**config.mk**
```make
export PLATFORM = sky130hd
export DESIGN_NAME = rss_sequencer
export DESIGN_NICKNAME = d
export VERILOG_FILES = /design/src/verilog/rss_pkg.sv /design/src/verilog/rss_tick_timer.sv /design/src/verilog/rss_sequencer.sv
export VERILOG_INCLUDE_DIRS = /design/src /design/src/verilog
export SDC_FILE = /design/constraint.sdc
export NUM_CORES = 1
export LEC_CHECK = 0
export ABC_AREA = 1
export BUFFER_PORTS_ARGS = -buffer_cell sky130_fd_sc_hd__buf_2
export CAP_MARGIN = 20
export CORE_ASPECT_RATIO = 0.7
export CORE_UTILIZATION = 44
export CTS_CLUSTER_DIAMETER = 150
export CTS_CLUSTER_SIZE = 30
export DETAILED_ROUTE_END_ITERATION = 10
export PLACE_DENSITY = 0.62
export SKIP_CTS_REPAIR_TIMING = 1
export SYNTH_ARGS = -nofsm -noshare
export SYNTH_HDL_FRONTEND = slang
export SYNTH_SLANG_ARGS = --single-unit
```
**constraint.sdc**
```tcl
create_clock -name sys_clk_in -period 2.8 [get_ports sys_clk_in]
set_input_delay 0.56 -clock sys_clk_in [delete_from_list [all_inputs] [get_ports sys_clk_in]]
set_output_delay 0.56 -clock sys_clk_in [all_outputs]
set_load 0.01 [all_outputs]
```
**src/verilog/rss_params.svh**
```systemverilog
`ifndef RSS_PARAMS_SVH
`define RSS_PARAMS_SVH

// E-clock counts of the reset sequence and the width of their timer
`define RSS_POR_CYCLES 4064
`define RSS_DRIVE_CYCLES 4
`define RSS_SAMPLE_CYCLES 2
`define RSS_TMR_W 12

// Vector addresses, normal mode
`define RSS_VEC_NORM_RST 16'hfffe
`define RSS_VEC_NORM_CM 16'hfffc
`define RSS_VEC_NORM_WD 16'hfffa

// Vector addresses, special test or bootstrap mode
`define RSS_VEC_SPEC_RST 16'hbffe
`define RSS_VEC_SPEC_CM 16'hbffc
`define RSS_VEC_SPEC_WD 16'hbffa

`endif

```
**src/verilog/rss_pkg.sv**
```systemverilog
`default_nettype none
package rss_pkg;

  typedef enum logic [5:0] {
    RSS_RUN      = 6'h01,
    RSS_POR_WAIT = 6'h02,
    RSS_DRIVE    = 6'h04,
    RSS_SETTLE   = 6'h08,
    RSS_HOLD_EXT = 6'h10,
    RSS_FETCH    = 6'h20
  } rss_state_t;

  typedef enum logic [1:0] {
    RSS_CAUSE_POR  = 2'h0,
    RSS_CAUSE_EXT  = 2'h1,
    RSS_CAUSE_WDOG = 2'h2,
    RSS_CAUSE_CM   = 2'h3
  } rss_cause_t;

  typedef struct packed {
    logic software_watchdog_timeout;
    logic software_watchdog_enable;
    logic clkmon_fail;
    logic clkmon_enable;
  } rss_src_t;

endpackage
`default_nettype wire

```
**src/verilog/rss_tick_timer.sv**
```systemverilog
`timescale 1ns/1ps
`default_nettype none
module rss_tick_timer #(
  parameter int W = 12
) (
  // Clock, reset, enable
  input wire logic clk_in,
  input wire logic rstn_in,
  input wire logic en_in,
  // Control
  input wire logic start_in,
  input wire logic tick_in,
  input wire logic [W-1:0] limit_in,
  // Status
  output logic done_out
);
  logic [W-1:0] count;
  wire at_limit = (count == limit_in);

  always_ff @(posedge clk_in or negedge rstn_in) begin
    if (!rstn_in) begin
      count <= '0;
    end else if (en_in) begin
      if (start_in) begin
        count <= '0;
      end else if (tick_in && !at_limit) begin
        count <= count + {{(W-1){1'b0}}, 1'b1};
      end
    end
  end

  assign done_out = at_limit;
endmodule
`default_nettype wire

```
**src/verilog/rss_sequencer.sv**
```systemverilog
`timescale 1ns/1ps
`default_nettype none
`include "rss_params.svh"

module rss_sequencer import rss_pkg::*; #(
  parameter int POR_CYCLES = `RSS_POR_CYCLES,
  parameter logic [15:0] VEC_NORM_WD = `RSS_VEC_NORM_WD,
  parameter logic [15:0] VEC_SPEC_WD = `RSS_VEC_SPEC_WD
) (
  // Clock, reset, enable
  input wire logic sys_clk_in,
  input wire logic rstn_in,
  input wire logic clk_en_in,
  // Timing and mode
  input wire logic e_tick_in,
  input wire logic special_mode_in,
  // Asynchronous levels
  input wire logic supply_good_in,
  input wire logic osc_active_in,
  // Reset pin
  input wire logic reset_pin_in,
  output logic reset_pin_out,
  output logic reset_pin_oe_n_out,
  // Internal sources
  input wire rss_src_t src_in,
  // Processor side
  output logic cpu_reset_out,
  output logic regs_init_out,
  output logic pc_load_out,
  output logic [15:0] vector_out,
  output rss_cause_t cause_out
);
  rss_state_t st, next_st;
  rss_cause_t cause, next_cause;
  logic [2:0] sync_a, sync_b;
  logic supply_d;
  logic tmr_done;

  // Two stages per pin; stage b is read, and supply_d delays stage b of the supply for its rise edge
  always_ff @(posedge sys_clk_in or negedge rstn_in) begin
    if (!rstn_in) begin
      sync_a <= 3'h0;
      sync_b <= 3'h0;
      supply_d <= 1'b0;
    end else if (clk_en_in) begin
      sync_a <= {supply_good_in, osc_active_in, reset_pin_in};
      sync_b <= sync_a;
      supply_d <= sync_b[2];
    end
  end

  wire pin_high = sync_b[0];
  wire osc_ok = sync_b[1];
  wire supply_rise = sync_b[2] && !supply_d;
  wire cm_req = src_in.clkmon_fail && src_in.clkmon_enable;
  wire wd_req = src_in.software_watchdog_timeout && src_in.software_watchdog_enable;
  wire int_req = cm_req || wd_req;
  wire run_event = (st == RSS_RUN) && (int_req || !pin_high);

  wire in_por = (st == RSS_POR_WAIT);
  // A supply rise inside the delay must restart the count as well
  wire tmr_start = (next_st != st) || supply_rise;
  wire tmr_tick = e_tick_in && (!in_por || osc_ok);
  wire [`RSS_TMR_W-1:0] lim_por = POR_CYCLES[`RSS_TMR_W-1:0];
  localparam int DRIVE_CYC = `RSS_DRIVE_CYCLES;
  localparam int SAMPLE_CYC = `RSS_SAMPLE_CYCLES;
  wire [`RSS_TMR_W-1:0] lim_drv = DRIVE_CYC[`RSS_TMR_W-1:0];
  wire [`RSS_TMR_W-1:0] lim_smp = SAMPLE_CYC[`RSS_TMR_W-1:0];
  wire [`RSS_TMR_W-1:0] tmr_limit = in_por ? lim_por :
                                   (st == RSS_DRIVE) ? lim_drv : lim_smp;

  rss_tick_timer #(.W(`RSS_TMR_W)) u_timer (
    .clk_in(sys_clk_in),
    .rstn_in(rstn_in),
    .en_in(clk_en_in),
    .start_in(tmr_start),
    .tick_in(tmr_tick),
    .limit_in(tmr_limit),
    .done_out(tmr_done)
  );

  always_comb begin
    next_st = st;
    next_cause = cause;
    case (st)
      RSS_RUN: begin
        if (cm_req) begin
          next_st = RSS_DRIVE;
          next_cause = RSS_CAUSE_CM;
        end else if (wd_req) begin
          next_st = RSS_DRIVE;
          next_cause = RSS_CAUSE_WDOG;
        end else if (!pin_high) begin
          next_st = RSS_DRIVE;
          next_cause = RSS_CAUSE_EXT;
        end
      end
      RSS_POR_WAIT: begin
        if (tmr_done) begin
          next_st = pin_high ? RSS_DRIVE : RSS_HOLD_EXT;
        end
      end
      RSS_DRIVE: begin
        if (tmr_done) begin
          next_st = RSS_SETTLE;
        end
      end
      RSS_SETTLE: begin
        if (tmr_done && !pin_high) begin
          next_st = RSS_HOLD_EXT;
          if (cause != RSS_CAUSE_POR) begin
            next_cause = RSS_CAUSE_EXT;
          end
        end else if (tmr_done) begin
          next_st = RSS_FETCH;
        end
      end
      RSS_HOLD_EXT: begin
        if (pin_high) begin
          next_st = RSS_FETCH;
        end
      end
      RSS_FETCH: begin
        next_st = RSS_RUN;
      end
      default: begin
        next_st = RSS_POR_WAIT;
        next_cause = RSS_CAUSE_POR;
      end
    endcase
    // A fresh supply rise restarts from anywhere
    if (supply_rise) begin
      next_st = RSS_POR_WAIT;
      next_cause = RSS_CAUSE_POR;
    end
  end

  // shared normal vector for power-up and pin
  wire rst_vec = (cause == RSS_CAUSE_POR) || (cause == RSS_CAUSE_EXT);
  wire cm_vec = (cause == RSS_CAUSE_CM);
  wire [15:0] norm_vec = rst_vec ? `RSS_VEC_NORM_RST : cm_vec ? `RSS_VEC_NORM_CM : VEC_NORM_WD;
  wire [15:0] spec_vec = rst_vec ? `RSS_VEC_SPEC_RST : cm_vec ? `RSS_VEC_SPEC_CM : VEC_SPEC_WD;
  wire [15:0] sel_vec = special_mode_in ? spec_vec : norm_vec;
  wire entering = (next_st != RSS_RUN) && ((st == RSS_RUN) || supply_rise);

  always_ff @(posedge sys_clk_in or negedge rstn_in) begin
    if (!rstn_in) begin
      st <= RSS_POR_WAIT;
      cause <= RSS_CAUSE_POR;
      cpu_reset_out <= 1'b1;
      regs_init_out <= 1'b1;
      pc_load_out <= 1'b0;
      vector_out <= `RSS_VEC_NORM_RST;
      cause_out <= RSS_CAUSE_POR;
      reset_pin_out <= 1'b0;
      reset_pin_oe_n_out <= 1'b1;
    end else if (clk_en_in) begin
      st <= next_st;
      cause <= next_cause;
      cpu_reset_out <= (next_st != RSS_RUN);
      regs_init_out <= entering;
      pc_load_out <= (st == RSS_FETCH);
      vector_out <= sel_vec;
      cause_out <= cause;
      reset_pin_out <= 1'b0;
      // drive low only in drive phase
      reset_pin_oe_n_out <= (next_st != RSS_DRIVE);
    end
  end

  int unsigned drv_ticks;
  always_ff @(posedge sys_clk_in or negedge rstn_in) begin
    if (!rstn_in) begin
      drv_ticks <= 0;
    end else if (clk_en_in && st != RSS_DRIVE) begin
      drv_ticks <= 0;
    end else if (clk_en_in && e_tick_in && !tmr_done) begin
      drv_ticks <= drv_ticks + 1;
    end
  end
endmodule
`default_nettype wire

```
## Word level (Yosys, flattened, before mapping)

Index checks and enable logic that the tools add are counted.

- Register bits after elaboration: 49
- Output and inout port bits: 23

- Add/sub/neg operators: 1
- Equality and inequality tests: 16
- Multiplexer cells: 27
- Reduce and logical (&&, ||, !) cells: 21

Operators by type and width:

| cell | number |
|---|---|
| $mux 6 | 9 |
| $mux 12 | 3 |
| $pmux 6 s6 | 1 |
| $mux 15 | 1 |
| $mux 3 | 5 |
| $add 12x1->12 const B | 1 |
| $eq 12x12->1 | 1 |
| $mux 2 | 6 |
| $logic_and 1x1->1 | 7 |
| $eq 6x1->1 const B | 1 |
| $eq 6x2->1 const B | 1 |
| $eq 6x3->1 const B | 1 |
| $eq 6x4->1 const B | 1 |
| $eq 6x5->1 const B | 1 |
| $eq 6x6->1 const B | 1 |
| $ne 3x3->1 const B | 2 |
| $ne 6x1->1 const B | 1 |
| $ne 6x3->1 const B | 1 |
| $ne 6x6->1 | 1 |
| $pmux 2 s3 | 1 |
| $mux 5 | 1 |
| $ne 5x5->1 const B | 1 |
| $reduce_and 5->1 | 1 |
| $logic_not 1->1 | 4 |
| 8 further kinds | 12 |

## Depth between registers and ports, before layout

Gate-level depths: netlist of the first run.

- Word-level depth: 12
- Depth in mapped cells: 19
- Depth with buffers taken out: 18

## Cells and area by module

From an unflattened synthesis of the first run, not the netlist that was laid out.

- Cell total of the unflattened synthesis: 367
- Area, all modules: 2464.9 µm²

Modules (own cells, without submodules):

| module | times used | cells an instance | area each (µm²) | sequential area each (µm²) |
|---|---|---|---|---|
| rss_sequencer | 1 | 202 | 1470.2 | 609.3 |
| rss_tick_timer | 1 | 165 | 994.7 | 300.3 |

## Least setup slack after synthesis of the first run

Ideal clock, no wire load.

- Kind: reg2reg
- Start: reg st[1]
- End: reg u_timer.count[4]
- Library setup time: 0.065 ns
- Data arrival time: 1.966 ns
- Required time: 2.735 ns
- Setup slack: 0.768 ns
- Cell stages (with the launch flop): 18
- Buffers on the path: 1
- Path through: dfstp_2 > inv_1 > nor2_1 > nand3_2 > o21ai_1 > nand2_2 > nor2_4 > nand3_2 > nand2_2 > nand2_2 > nand2_1 > nand2_2 > nor2_4 > nand2_2 > nor2_4 > buf_6 > nand4_1 > nand2_1

- Cells in the longest elaborated chain, start to end: 12
- Elaborated cells on any way between the ends: 30
- Those cells by class: 8 x eq/ne; 13 x mux; 9 x reduce/logical

RTL lines:

| element | line | text |
|---|---|---|
| start: declaration | rss_sequencer.sv:33 | `rss_state_t st, next_st;` |
| start signal: assignment | rss_sequencer.sv:158 | `st <= next_st;` |
| $eq 6x3->1 | rss_sequencer.sv:70, rss_sequencer.sv:85 |  |
| $mux 3 | rss_sequencer.sv:70 | `(st == RSS_DRIVE) ? lim_drv : lim_smp;` |
| $mux 12 | rss_sequencer.sv:69 | `` wire [`RSS_TMR_W-1:0] tmr_limit = in_por ? lim_por : `` |
| $eq 12x12->1 | rss_tick_timer.sv:18 | `wire at_limit = (count == limit_in);` |
| $mux 6 / $logic_and 1x1->1 (equally long branches) | rss_sequencer.sv:114, rss_sequencer.sv:109 |  |
| $mux 6 | rss_sequencer.sv:109 | `if (tmr_done && !pin_high) begin` |
| $pmux 6 s6 | rss_sequencer.sv:85 | `case (st)` |
| $mux 6 | rss_sequencer.sv:132 | `if (supply_rise) begin` |
| $ne 6x6->1 | rss_sequencer.sv:62 | `wire tmr_start = (next_st != st) \|\| supply_rise;` |
| $logic_or 1x1->1 | rss_sequencer.sv:62 |  |
| $reduce_bool 2->1 (no line) | - |  |
| $reduce_and 2->1 (no line) | - |  |
| end signal: assignment | rss_tick_timer.sv:27 | `count <= count + {{(W-1){1'b0}}, 1'b1};` |
| end: declaration | rss_tick_timer.sv:17 | `logic [W-1:0] count;` |

Parallel ways exist; a longest one is shown, timed or not.
A chain may end at the register's enable or synchronous reset.

## Worst setup path after layout of the first run

- Start: reg st[1]
- End: reg u_timer.count[3]

Same word-level chain as after synthesis.

==> metrics.yaml, run 1 <==
outcome:
  status: "completed"
route:
  vias: 2057
  drt_iter0_drc: 108
  drc: 0
  avgViaCountPerCell: 4.98
  avgRoutedWirePerCell_um: 12.4
  drt_wl_total_mm: 5.10
  ant_nets: 0
  first_pass_iters: 4
synthesis:
  synth_seq_cells: 36
  yosysMostFrequentCell: "nand2_1"
  post-synth-top-area-fraction: 0.308
  ys.flop_type: "dfrtp_1"
  syn_area_sq_um: 2350
  synth.distinct_cells: 30
  ys_warn_count: 0
  syn_inst: 325
  synth_enable_flop_cells: 0
  synth_top_area_cell: "dfrtp_1"
  ys_top_cells_by_area: "dfrtp_1, nand2_1, dfstp_2, buf_4, nand4_1"
  async_flop_share: 1.00
  avgSynthCellArea_sq_um: 7.25
  yosysSeqAreaShare: 0.386
  ys_top_cells_by_count: "nand2_1, dfrtp_1, inv_1"
sta:
  grt_setup_unrepaired: "no"
  fin_ws_ps: 322
  relSlewSlack: 0.455
  fin_crit_sh: 0.885
  totalNegativeSetupSlack_ps: 0
  drv_slew: 0
  post-route-min-period_ps: 2480
  max_freq_mhz: 404
  setup_viol: 0
  hold_viol_final: 0
  clock_skew_ps: 3.15
  worstMarginPinSlew_ps: 818
job:
  drv_cap: 0
floorplanning:
  die_height_um: 63.2
  initial_core_util: 0.474
  core_sq_um: 4970
  dieArea_sq_um: 5650
  fp.dieW_um: 89.4
  num_io_pins: 35
  rows: 21
worst_setup_path:
  worstSetupPathType: "reg2reg"
  endpoint_kind: "register"
  cp_data_required_time_ps: 3020
  start_kind: "register"
  crit_chain: "inv_1 -> nor2_1 -> nand3_2 -> nand2_1 -> nand2_1 -> nand2_1 -> inv_1 -> nand3_1 -> nand2_1 -> nand3_1 -> nand2_1 -> nand2_1 -> nand2_1 -> nor2_2 -> nand2_2 -> nor2_4 -> nand4_1 -> nand2_1"
  path_delay_family: "simple AND/OR/NAND/NOR gates"
  worstPathArrival_ps: 2700
  cp_slowest_stage_delay_ps: 570
  worstReg2RegStart: "st[1]"
  critPathSlowestCell: "dfstp_2"
  cp_common_cell: "nand2_1"
  cp_max_fo: 12
  startpoint: "st[1]"
  critPathBufInv: 2
layout:
  drive_gt1_frac: 0.183
  area_growth_syn_to_layout_pct: 7.44
  final_nets: 356
  n_antenna_cell: 0
  fillCellCount: 480
grt:
  grt-ovfl-total: 0
  grt_pass1_vias: 1863
  grt_antenna_before_repair: 0
  grt_max_degree: 37
  grtUsageTotal: 0.202
  grt_pass1_wl_mm: 8.73
clocking:
  cts_tree: "done"
  clock_path_buffers: 2
  clockRootBuffer: "clkbuf_8"
  clock_latency_ps: 280
  h-tree-depth: 2
  cts_sinks: 36
  cts_buffers: 5
  clk_pin_slew_ps: 70
pwr:
  power_density_nw_per_um2: 549
  peakVddDrop_mv: 0.372
  leakagePower_nw: 1.35
placed_design:
  place.gp.congestion: 0.882
  dp_hpwl_mm: 3.76
  dp_slack_ps: 373
  port_buffers: 20
worst_hold_path:
  hp-class: "in2async"
cells in the final DEF (no fill, tap or decap):
cell,instances
nand2_1,105
clkinv_1,1
nand2_2,9
nor2_4,4
a21oi_1,5
inv_2,3
nor3_2,2
nor4_1,2
nor2_1,25
conb_1,14
nand3_2,5
dfstp_2,7
nand4_1,18
nor3_1,2
o21ai_1,2
o21ai_0,19
ha_1,1
nand3_1,13
o21a_1,2
xor2_1,9
nand3b_1,1
inv_1,28
dfrtp_1,29
xnor2_1,1
clkbuf_1,2
nor2_2,5
a31oi_1,2
clkbuf_8,6
buf_4,2
buf_2,20
layer usage:
layer  GRT usage  share of wire  up-vias  routed length, um
li1            -              -     1042                  -
met1       0.326           0.54      956               2770
met4      0.0595         0.0090        0                 46
met3      0.0354          0.047        5                240
met5           0              0        -                  0
met2       0.268           0.40       54               2040
worst paths after layout:
| path | endpoint | slack (ps) | depth (start not counted) |
|---|---|---|---|
| max | u_timer.count[3] | 320 | 18 |
| max reg2reg | u_timer.count[3] | 320 | 18 |
| min in group sys_clk_in | vector_out[14] | 440 | 2 |
| min reg2reg | sync_b[1] | 470 | 2 |
| max in group asynchronous | u_timer.count[1] | 1920 | 1 |
| min | sync_b[2] | 360 | 1 |
per-stage QoR:
stage	power, mW	util	hold WS, ps	area, sq um	cells
5_1_grt	1.48	0.509	434	2530	413
6_report	1.39	0.509	356	2530	413
2_1_floorplan	0.939	-	264	2400	337
3_5_place_dp	1.02	0.491	458	2440	405
3_3_place_gp	1.02	0.491	453	2440	405
4_1_cts	1.40	0.509	388	2530	413
sequential cells by signal, summed over array words and instances, names as in the netlist, 2 cells and up:
name,count
cause_out,2
u_timer.count,12
sync_b,3
cause,2
st,6
sync_a,3
vector_out,3
area by class of cell:
class | instances | area (sq um) | share of cell area
Sequential cell | 36 | 910 | 0.360
Clock buffer | 8 | 90.1 | 0.0356
Multi-Input combinational cell | 246 | 1210 | 0.478
Timing Repair Buffer | 22 | 115 | 0.0455
Inverter | 32 | 120 | 0.0475
Tap cell | 69 | 86.3 | 0.0341
logic make-up after synthesis:
kind of cell    share of synthesized area
fa+ha+maj                         0.00531
xor+xnor                           0.0372
buf+inv                             0.120
flops                               0.386
other cells                       0.00319
compound gates                     0.0669
simple gates                        0.382
power breakdown:
group	leakage (nW)	internal, mW	total (mW)	switching [mW]
sequential	0.461	0.571	0.608	0.0364
clock	0.0455	0.201	0.378	0.177
combinational	0.840	0.123	0.403	0.281
total	1.35	0.894	1.39	0.495
Note: power is estimated with default switching activity, not from simulation.
==> run 2: changes to the inputs <==
--- a/config.mk
+++ b/config.mk
@@ -6,7 +6,6 @@
 export SDC_FILE = /design/constraint.sdc
 export NUM_CORES = 1
 export LEC_CHECK = 0
-export ABC_AREA = 1
 export BUFFER_PORTS_ARGS = -buffer_cell sky130_fd_sc_hd__buf_2
 export CAP_MARGIN = 20
 export CORE_ASPECT_RATIO = 0.7
==> run 2 against run 1 <==
Largest power group is now combinational cells. Synthesized area grew 1.6%. Utilization fell by 1.1 points. Clock power decreased by 1%. Register-to-register slack lost 140 ps. Total power up 38%. Synthesized cell count fell by 21%. Worst hold slack got worse by 9.4 ps.
==> metrics.yaml, run 2 <==
worst_setup_path:
  critPathBufInv: 1
  crit_chain: "or4_4 -> nor4_1 -> a31oi_2 -> a2111oi_0 -> buf_4 -> o21a_1 -> o21ai_0 -> a32o_1"
  rrSetupSlack_ps: 180
  worstPathArrival_ps: 2800
  r2r_cells: 8
  r2r-end: "cause[1]"
  worst-path-stages: 8
  worstSetupPathType: "reg2reg"
  endpoint_kind: "register"
  cp_max_fo: 8
  critPathCapture: "cause[1]"
  worstReg2RegStart: "st[5]"
  start_kind: "register"
  cp_slowest_stage_delay_ps: 500
  startpoint: "st[5]"
  cp_data_required_time_ps: 2990
  path_delay_family: "compound AO/OA/AOI/OAI gates"
  critPathSlowestCell: "or4_4"
placed_design:
  place.gp.congestion: 0.852
  dp_hpwl_mm: 3.93
  port_buffers: 20
  post-place-cells: 343
layout:
  mostFrequentLayoutCells: "dfrtp_1, nand3_1, buf_2"
  largest_reg_flops: 12
  drive_gt1_frac: 0.279
  fin_cells: 352
  top_register: "u_timer.count"
  area_growth_syn_to_layout_pct: 8.94
  layout_commonest_cell: "dfrtp_1"
  final_nets: 292
  n_antenna_cell: 0
  largestRegisters: "u_timer.count: 12 flops, st: 6 flops"
  fillCellCount: 518
floorplanning:
  dieArea_sq_um: 5740
  rows: 22
  die_height_um: 63.7
  core_sq_um: 5230
  initial_core_util: 0.458
  fp.dieW_um: 90.2
  num_io_pins: 35
clocking:
  clock_path_buffers: 2
  cts_buffers: 5
  clock_latency_ps: 290
  cts_tree: "done"
  cts_sinks: 36
  h-tree-depth: 2
  clk_pin_slew_ps: 80
  clockRootBuffer: "clkbuf_8"
pwr:
  pwr-share-comb: 0.476
  p_switching_mw: 0.816
  power_frac_seq: 0.329
  peakVddDrop_mv: 0.312
  clock_power_share: 0.194
  power.internal_mw: 1.11
  power.share.switching: 0.424
  power_density_nw_per_um2: 738
  leakagePower_nw: 1.08
synthesis:
  async_flop_share: 1.00
  ys_top_cells_by_area: "dfrtp_1, dfstp_2, buf_4, mux2_2, nand3_1"
  yosysMostFrequentCell: "dfrtp_1"
  ys.flop_type: "dfrtp_1"
  synth.distinct_cells: 67
  syn_inst: 256
  ys_warn_count: 0
  syn_area_sq_um: 2390
  yosysSeqAreaShare: 0.380
  post-synth-top-area-fraction: 0.303
  synth_top_area_cell: "dfrtp_1"
  synth_enable_flop_cells: 0
  synth_seq_cells: 36
  ys_top_cells_by_count: "dfrtp_1, nand3_1, buf_4, nor2_1, o21ai_0"
  avgSynthCellArea_sq_um: 9.35
sta:
  fin_crit_sh: 0.935
  setup_viol: 0
  post-route-min-period_ps: 2620
  grt_setup_unrepaired: "no"
  relSlewSlack: 0.465
  max_freq_mhz: 382
  holdWs_ps: 347
  hold_viol_final: 0
  worstMarginPinSlew_ps: 802
  drv_slew: 0
  clock_skew_ps: 6.00
  totalNegativeSetupSlack_ps: 0
job:
  drv_cap: 0
grt:
  grtUsageTotal: 0.206
  grt_antenna_before_repair: 0
  grt_pass1_vias: 1887
  grt-ovfl-total: 0
  grt_max_degree: 37
  grt_pass1_wl_mm: 9.43
route:
  avgViaCountPerCell: 5.79
  drt_wl_total_mm: 5.48
  drt_iter0_drc: 174
  avgRoutedWirePerCell_um: 15.6
  vias: 2037
  ant_nets: 0
  first_pass_iters: 4
  drc: 0
worst_hold_path:
  hp-class: "in2async"
outcome:
  status: "completed"
-- run 2: power groups by stage --
stage | Clock, mW | Sequential, mW | Combinational [mW]
global placement | 0 | 0.640 | 0.873
detailed placement | 0 | 0.641 | 0.876
floorplan | 0 | 0.614 | 0.715
finish | 0.374 | 0.634 | 0.916
CTS | 0.388 | 0.633 | 0.882
global route | 0.407 | 0.644 | 0.993
-- run 2: how the worst min path moves through the flow --
stage | startpoint | endpoint | slack (ps) | cells past startpoint
6_report | rstn_in | u_timer.count[4] | 350 | 1
5_1_grt | rstn_in | u_timer.count[6] | 430 | 1
4_1_cts | rstn_in | st[0] | 390 | 1
3_5_place_dp | regs_init_out | regs_init_out | 480 | 2
3_3_place_gp | vector_out[1] | vector_out[1] | 470 | 2
2_1_floorplan | rstn_in | cause[0] | 260 | 0
-- run 2: logic make-up after synthesis --
family / share of synthesized area
other cells: 0.00314
flops: 0.380
compound gates: 0.238
simple gates: 0.203
mux: 0.0470
fa+ha+maj: 0.00523
xor+xnor: 0.00732
buf+inv: 0.116
-- run 2: final cells by class --
| class | instances | area [sq um] | share of cell area |
|---|---|---|---|
| clock inverter | 3 | 18.8 | 0.00720 |
| clock buffer | 5 | 68.8 | 0.0264 |
| sequential | 36 | 910 | 0.349 |
| multi-input combinational | 189 | 1260 | 0.482 |
| inverter | 14 | 52.6 | 0.0202 |
| tap | 72 | 90.1 | 0.0345 |
| timing repair buffer | 33 | 210 | 0.0806 |
-- run 2: worst reg2reg max path: cells and delay by family, from the launching register on --
family / cells / cell delay, ps
AOI/OAI and AO/OA: 5 / 1060
and+or+nand+nor: 2 / 820
DFF: 1 / 470
buffers and inverters: 1 / 170
-- run 2: stage by stage --
stage | area, sq um | power (mW) | worst slack, ps | utilization
2_1_floorplan | 2440 | 1.33 | 327 | -
3_3_place_gp | 2510 | 1.51 | 213 | 0.479
3_5_place_dp | 2510 | 1.52 | 207 | 0.479
4_1_cts | 2590 | 1.90 | 164 | 0.496
5_1_grt | 2610 | 2.04 | 6.71 | 0.499
6_report | 2610 | 1.92 | 183 | 0.499
-- run 2: per-layer routing --
layer / wire [um] / track usage / vias up
met1: 2940 / 0.333 / 993
met5: 0 / 0 / -
li1: - / - / 978
met2: 2170 / 0.271 / 61
met3: 343 / 0.0483 / 5
met4: 29 / 0.0343 / 0
==> run 3: changes to the inputs <==
--- a/config.mk
+++ b/config.mk
@@ -6,7 +6,7 @@
 export SDC_FILE = /design/constraint.sdc
 export NUM_CORES = 1
 export LEC_CHECK = 0
-export BUFFER_PORTS_ARGS = -buffer_cell sky130_fd_sc_hd__buf_2
+export BUFFER_PORTS_ARGS = -buffer_cell sky130_fd_sc_hd__buf_4
 export CAP_MARGIN = 20
 export CORE_ASPECT_RATIO = 0.7
 export CORE_UTILIZATION = 44
==> run 3 against run 2 <==
Register-to-register slack lost 50 ps. Sequential share of layout area shrank 1.1 points. Sequential power shrank 2%. Clock-buffer cell count is the same. Utilization grew 1.7 points. Largest cell class unchanged. Via count shrank 0.88%. Die area is the same. Critical path type unchanged. Sequential cell count is the same.
==> metrics.yaml, run 3 (synthesis results as in run 2) <==
outcome:
  status: "completed"
layout:
  n_antenna_cell: 0
  fillCellCount: 507
  postLayoutCellArea_sq_um: 2690
  final_nets: 296
  layout_commonest_cell: "buf_4"
  mostFrequentLayoutCells: "buf_4, dfrtp_1, nand3_1"
  largestRegisters: "u_timer.count: 12 flops, st: 6 flops"
  area_growth_syn_to_layout_pct: 12.5
  fin_cells: 356
  largest_reg_flops: 12
  drive_gt1_frac: 0.289
  top_register: "u_timer.count"
worst_setup_path:
  worstSetupPathType: "reg2reg"
  endpoint_kind: "register"
  cp_data_required_time_ps: 2970
  cp_max_fo: 6
  start_kind: "register"
  worstPathArrival_ps: 2830
route:
  first_pass_iters: 4
  avgRoutedWirePerCell_um: 15.3
  drt_wl_total_mm: 5.45
  top_layer_used: "met4"
  avgViaCountPerCell: 5.67
  drt_iter0_drc: 151
  routed-wl-met2_mm: 2.00
  met3_length_um: 350
  ant_nets: 0
  drc: 0
  drt-met1-wl_mm: 3.05
  vias: 2019
sta:
  fin_crit_sh: 0.951
  clock_skew_ps: 6.23
  post-route-min-period_ps: 2660
  holdWs_ps: 207
  drv_slew: 0
  hold_viol_final: 0
  max_freq_mhz: 376
  setup_viol: 0
  fin_ws_ps: 137
  worstMarginPinSlew_ps: 590
  grt_setup_unrepaired: "no"
  relSlewSlack: 0.605
clocking:
  cts_sinks: 36
  h-tree-depth: 2
  clock_path_buffers: 2
  cts_buffers: 5
  cts_tree: "done"
  clk_pin_slew_ps: 80
  clockRootBuffer: "clkbuf_8"
  clock_latency_ps: 290
floorplanning:
  num_io_pins: 35
  core_sq_um: 5230
  dieArea_sq_um: 5740
  die_height_um: 63.7
  rows: 22
  initial_core_util: 0.458
  fp.dieW_um: 90.2
placed_design:
  post-place-cells: 347
  place.gp.congestion: 0.958
  dpl_cell_area_sq_um: 2570
  dp_slack_ps: 31.5
  dp_hpwl_mm: 4.02
  port_buffers: 20
pwr:
  leakagePower_nw: 1.12
  peakVddDrop_mv: 0.371
  power_density_nw_per_um2: 738
  total_power_mw: 1.99
grt:
  grt-ovfl-total: 0
  grt_pass1_vias: 1893
  grtUsageTotal: 0.208
  grt_max_degree: 37
  grt_pass1_wl_mm: 9.45
  grt_antenna_before_repair: 0
worst_hold_path:
  hp-class: "in2async"
job:
  drv_cap: 0
run 3: changes by cell type in the layout (fill, tap and decap cells not counted):
cell        change
clkinvlp_4      +1
buf_4          +25
a31oi_2         -1
o21a_1          -1
buf_12          -1
o21a_2          +1
a31oi_1         +1
bufinv_16       +1
clkinv_4        -1
buf_2          -20
clkinv_2        -1
run 3: metal layers:
metal / vias to the layer above / global-route usage
met3: 4 / 0.0483
met4: 0 / 0.0484
li1: 987 / -
met1: 966 / 0.340
met2: 62 / 0.266
met5: - / 0
run 3: final cells by class:
cell class / count / area, sq um / area share
Multi-Input combinational cell: 189 / 1250 / 0.465
Sequential cell: 36 / 910 / 0.338
Timing Repair Buffer: 37 / 278 / 0.103
Tap cell: 72 / 90.1 / 0.0334
Clock buffer: 5 / 68.8 / 0.0255
Inverter: 14 / 52.6 / 0.0195
Clock inverter: 3 / 42.5 / 0.0158
run 3: worst max-delay path, stage by stage (launching register included):
cell,delay [ps]
dfrtp_1,380
or4_4,590
or2_4,310
nand4b_2,110
buf_4,150
a211oi_4,70
buf_4,190
or4_1,510
nand4_1,110
o221ai_1,110
run 3: power by group:
part / internal, mW / switching (mW) / total, mW
clock network: 0.264 / 0.198 / 0.461
logic: 0.355 / 0.549 / 0.903
registers: 0.575 / 0.0477 / 0.623
total: 1.19 / 0.794 / 1.99
run 3: worst paths after layout:
| kind | endpoint | from | slack [ps] | depth (start not counted) |
|---|---|---|---|---|
| max | u_timer.count[11] | st[3] | 140 | 9 |
| min | u_timer.count[3] | rstn_in | 210 | 1 |
| max reg2reg | u_timer.count[11] | st[3] | 140 | 9 |
| min reg2reg | vector_out[1] | vector_out[1] | 490 | 2 |
| max in group asynchronous | vector_out[1] | rstn_in | 2240 | 1 |
| min in group sys_clk_in | vector_out[14] | special_mode_in | 440 | 2 |
run 3: stage by stage:
stage / TNS (ps) / util
floorplan: 0 / -
finish: 0 / 0.515
CTS: -7.42 / 0.513
global route: 0 / 0.515
detailed placement: 0 / 0.492
global placement: 0 / 0.492
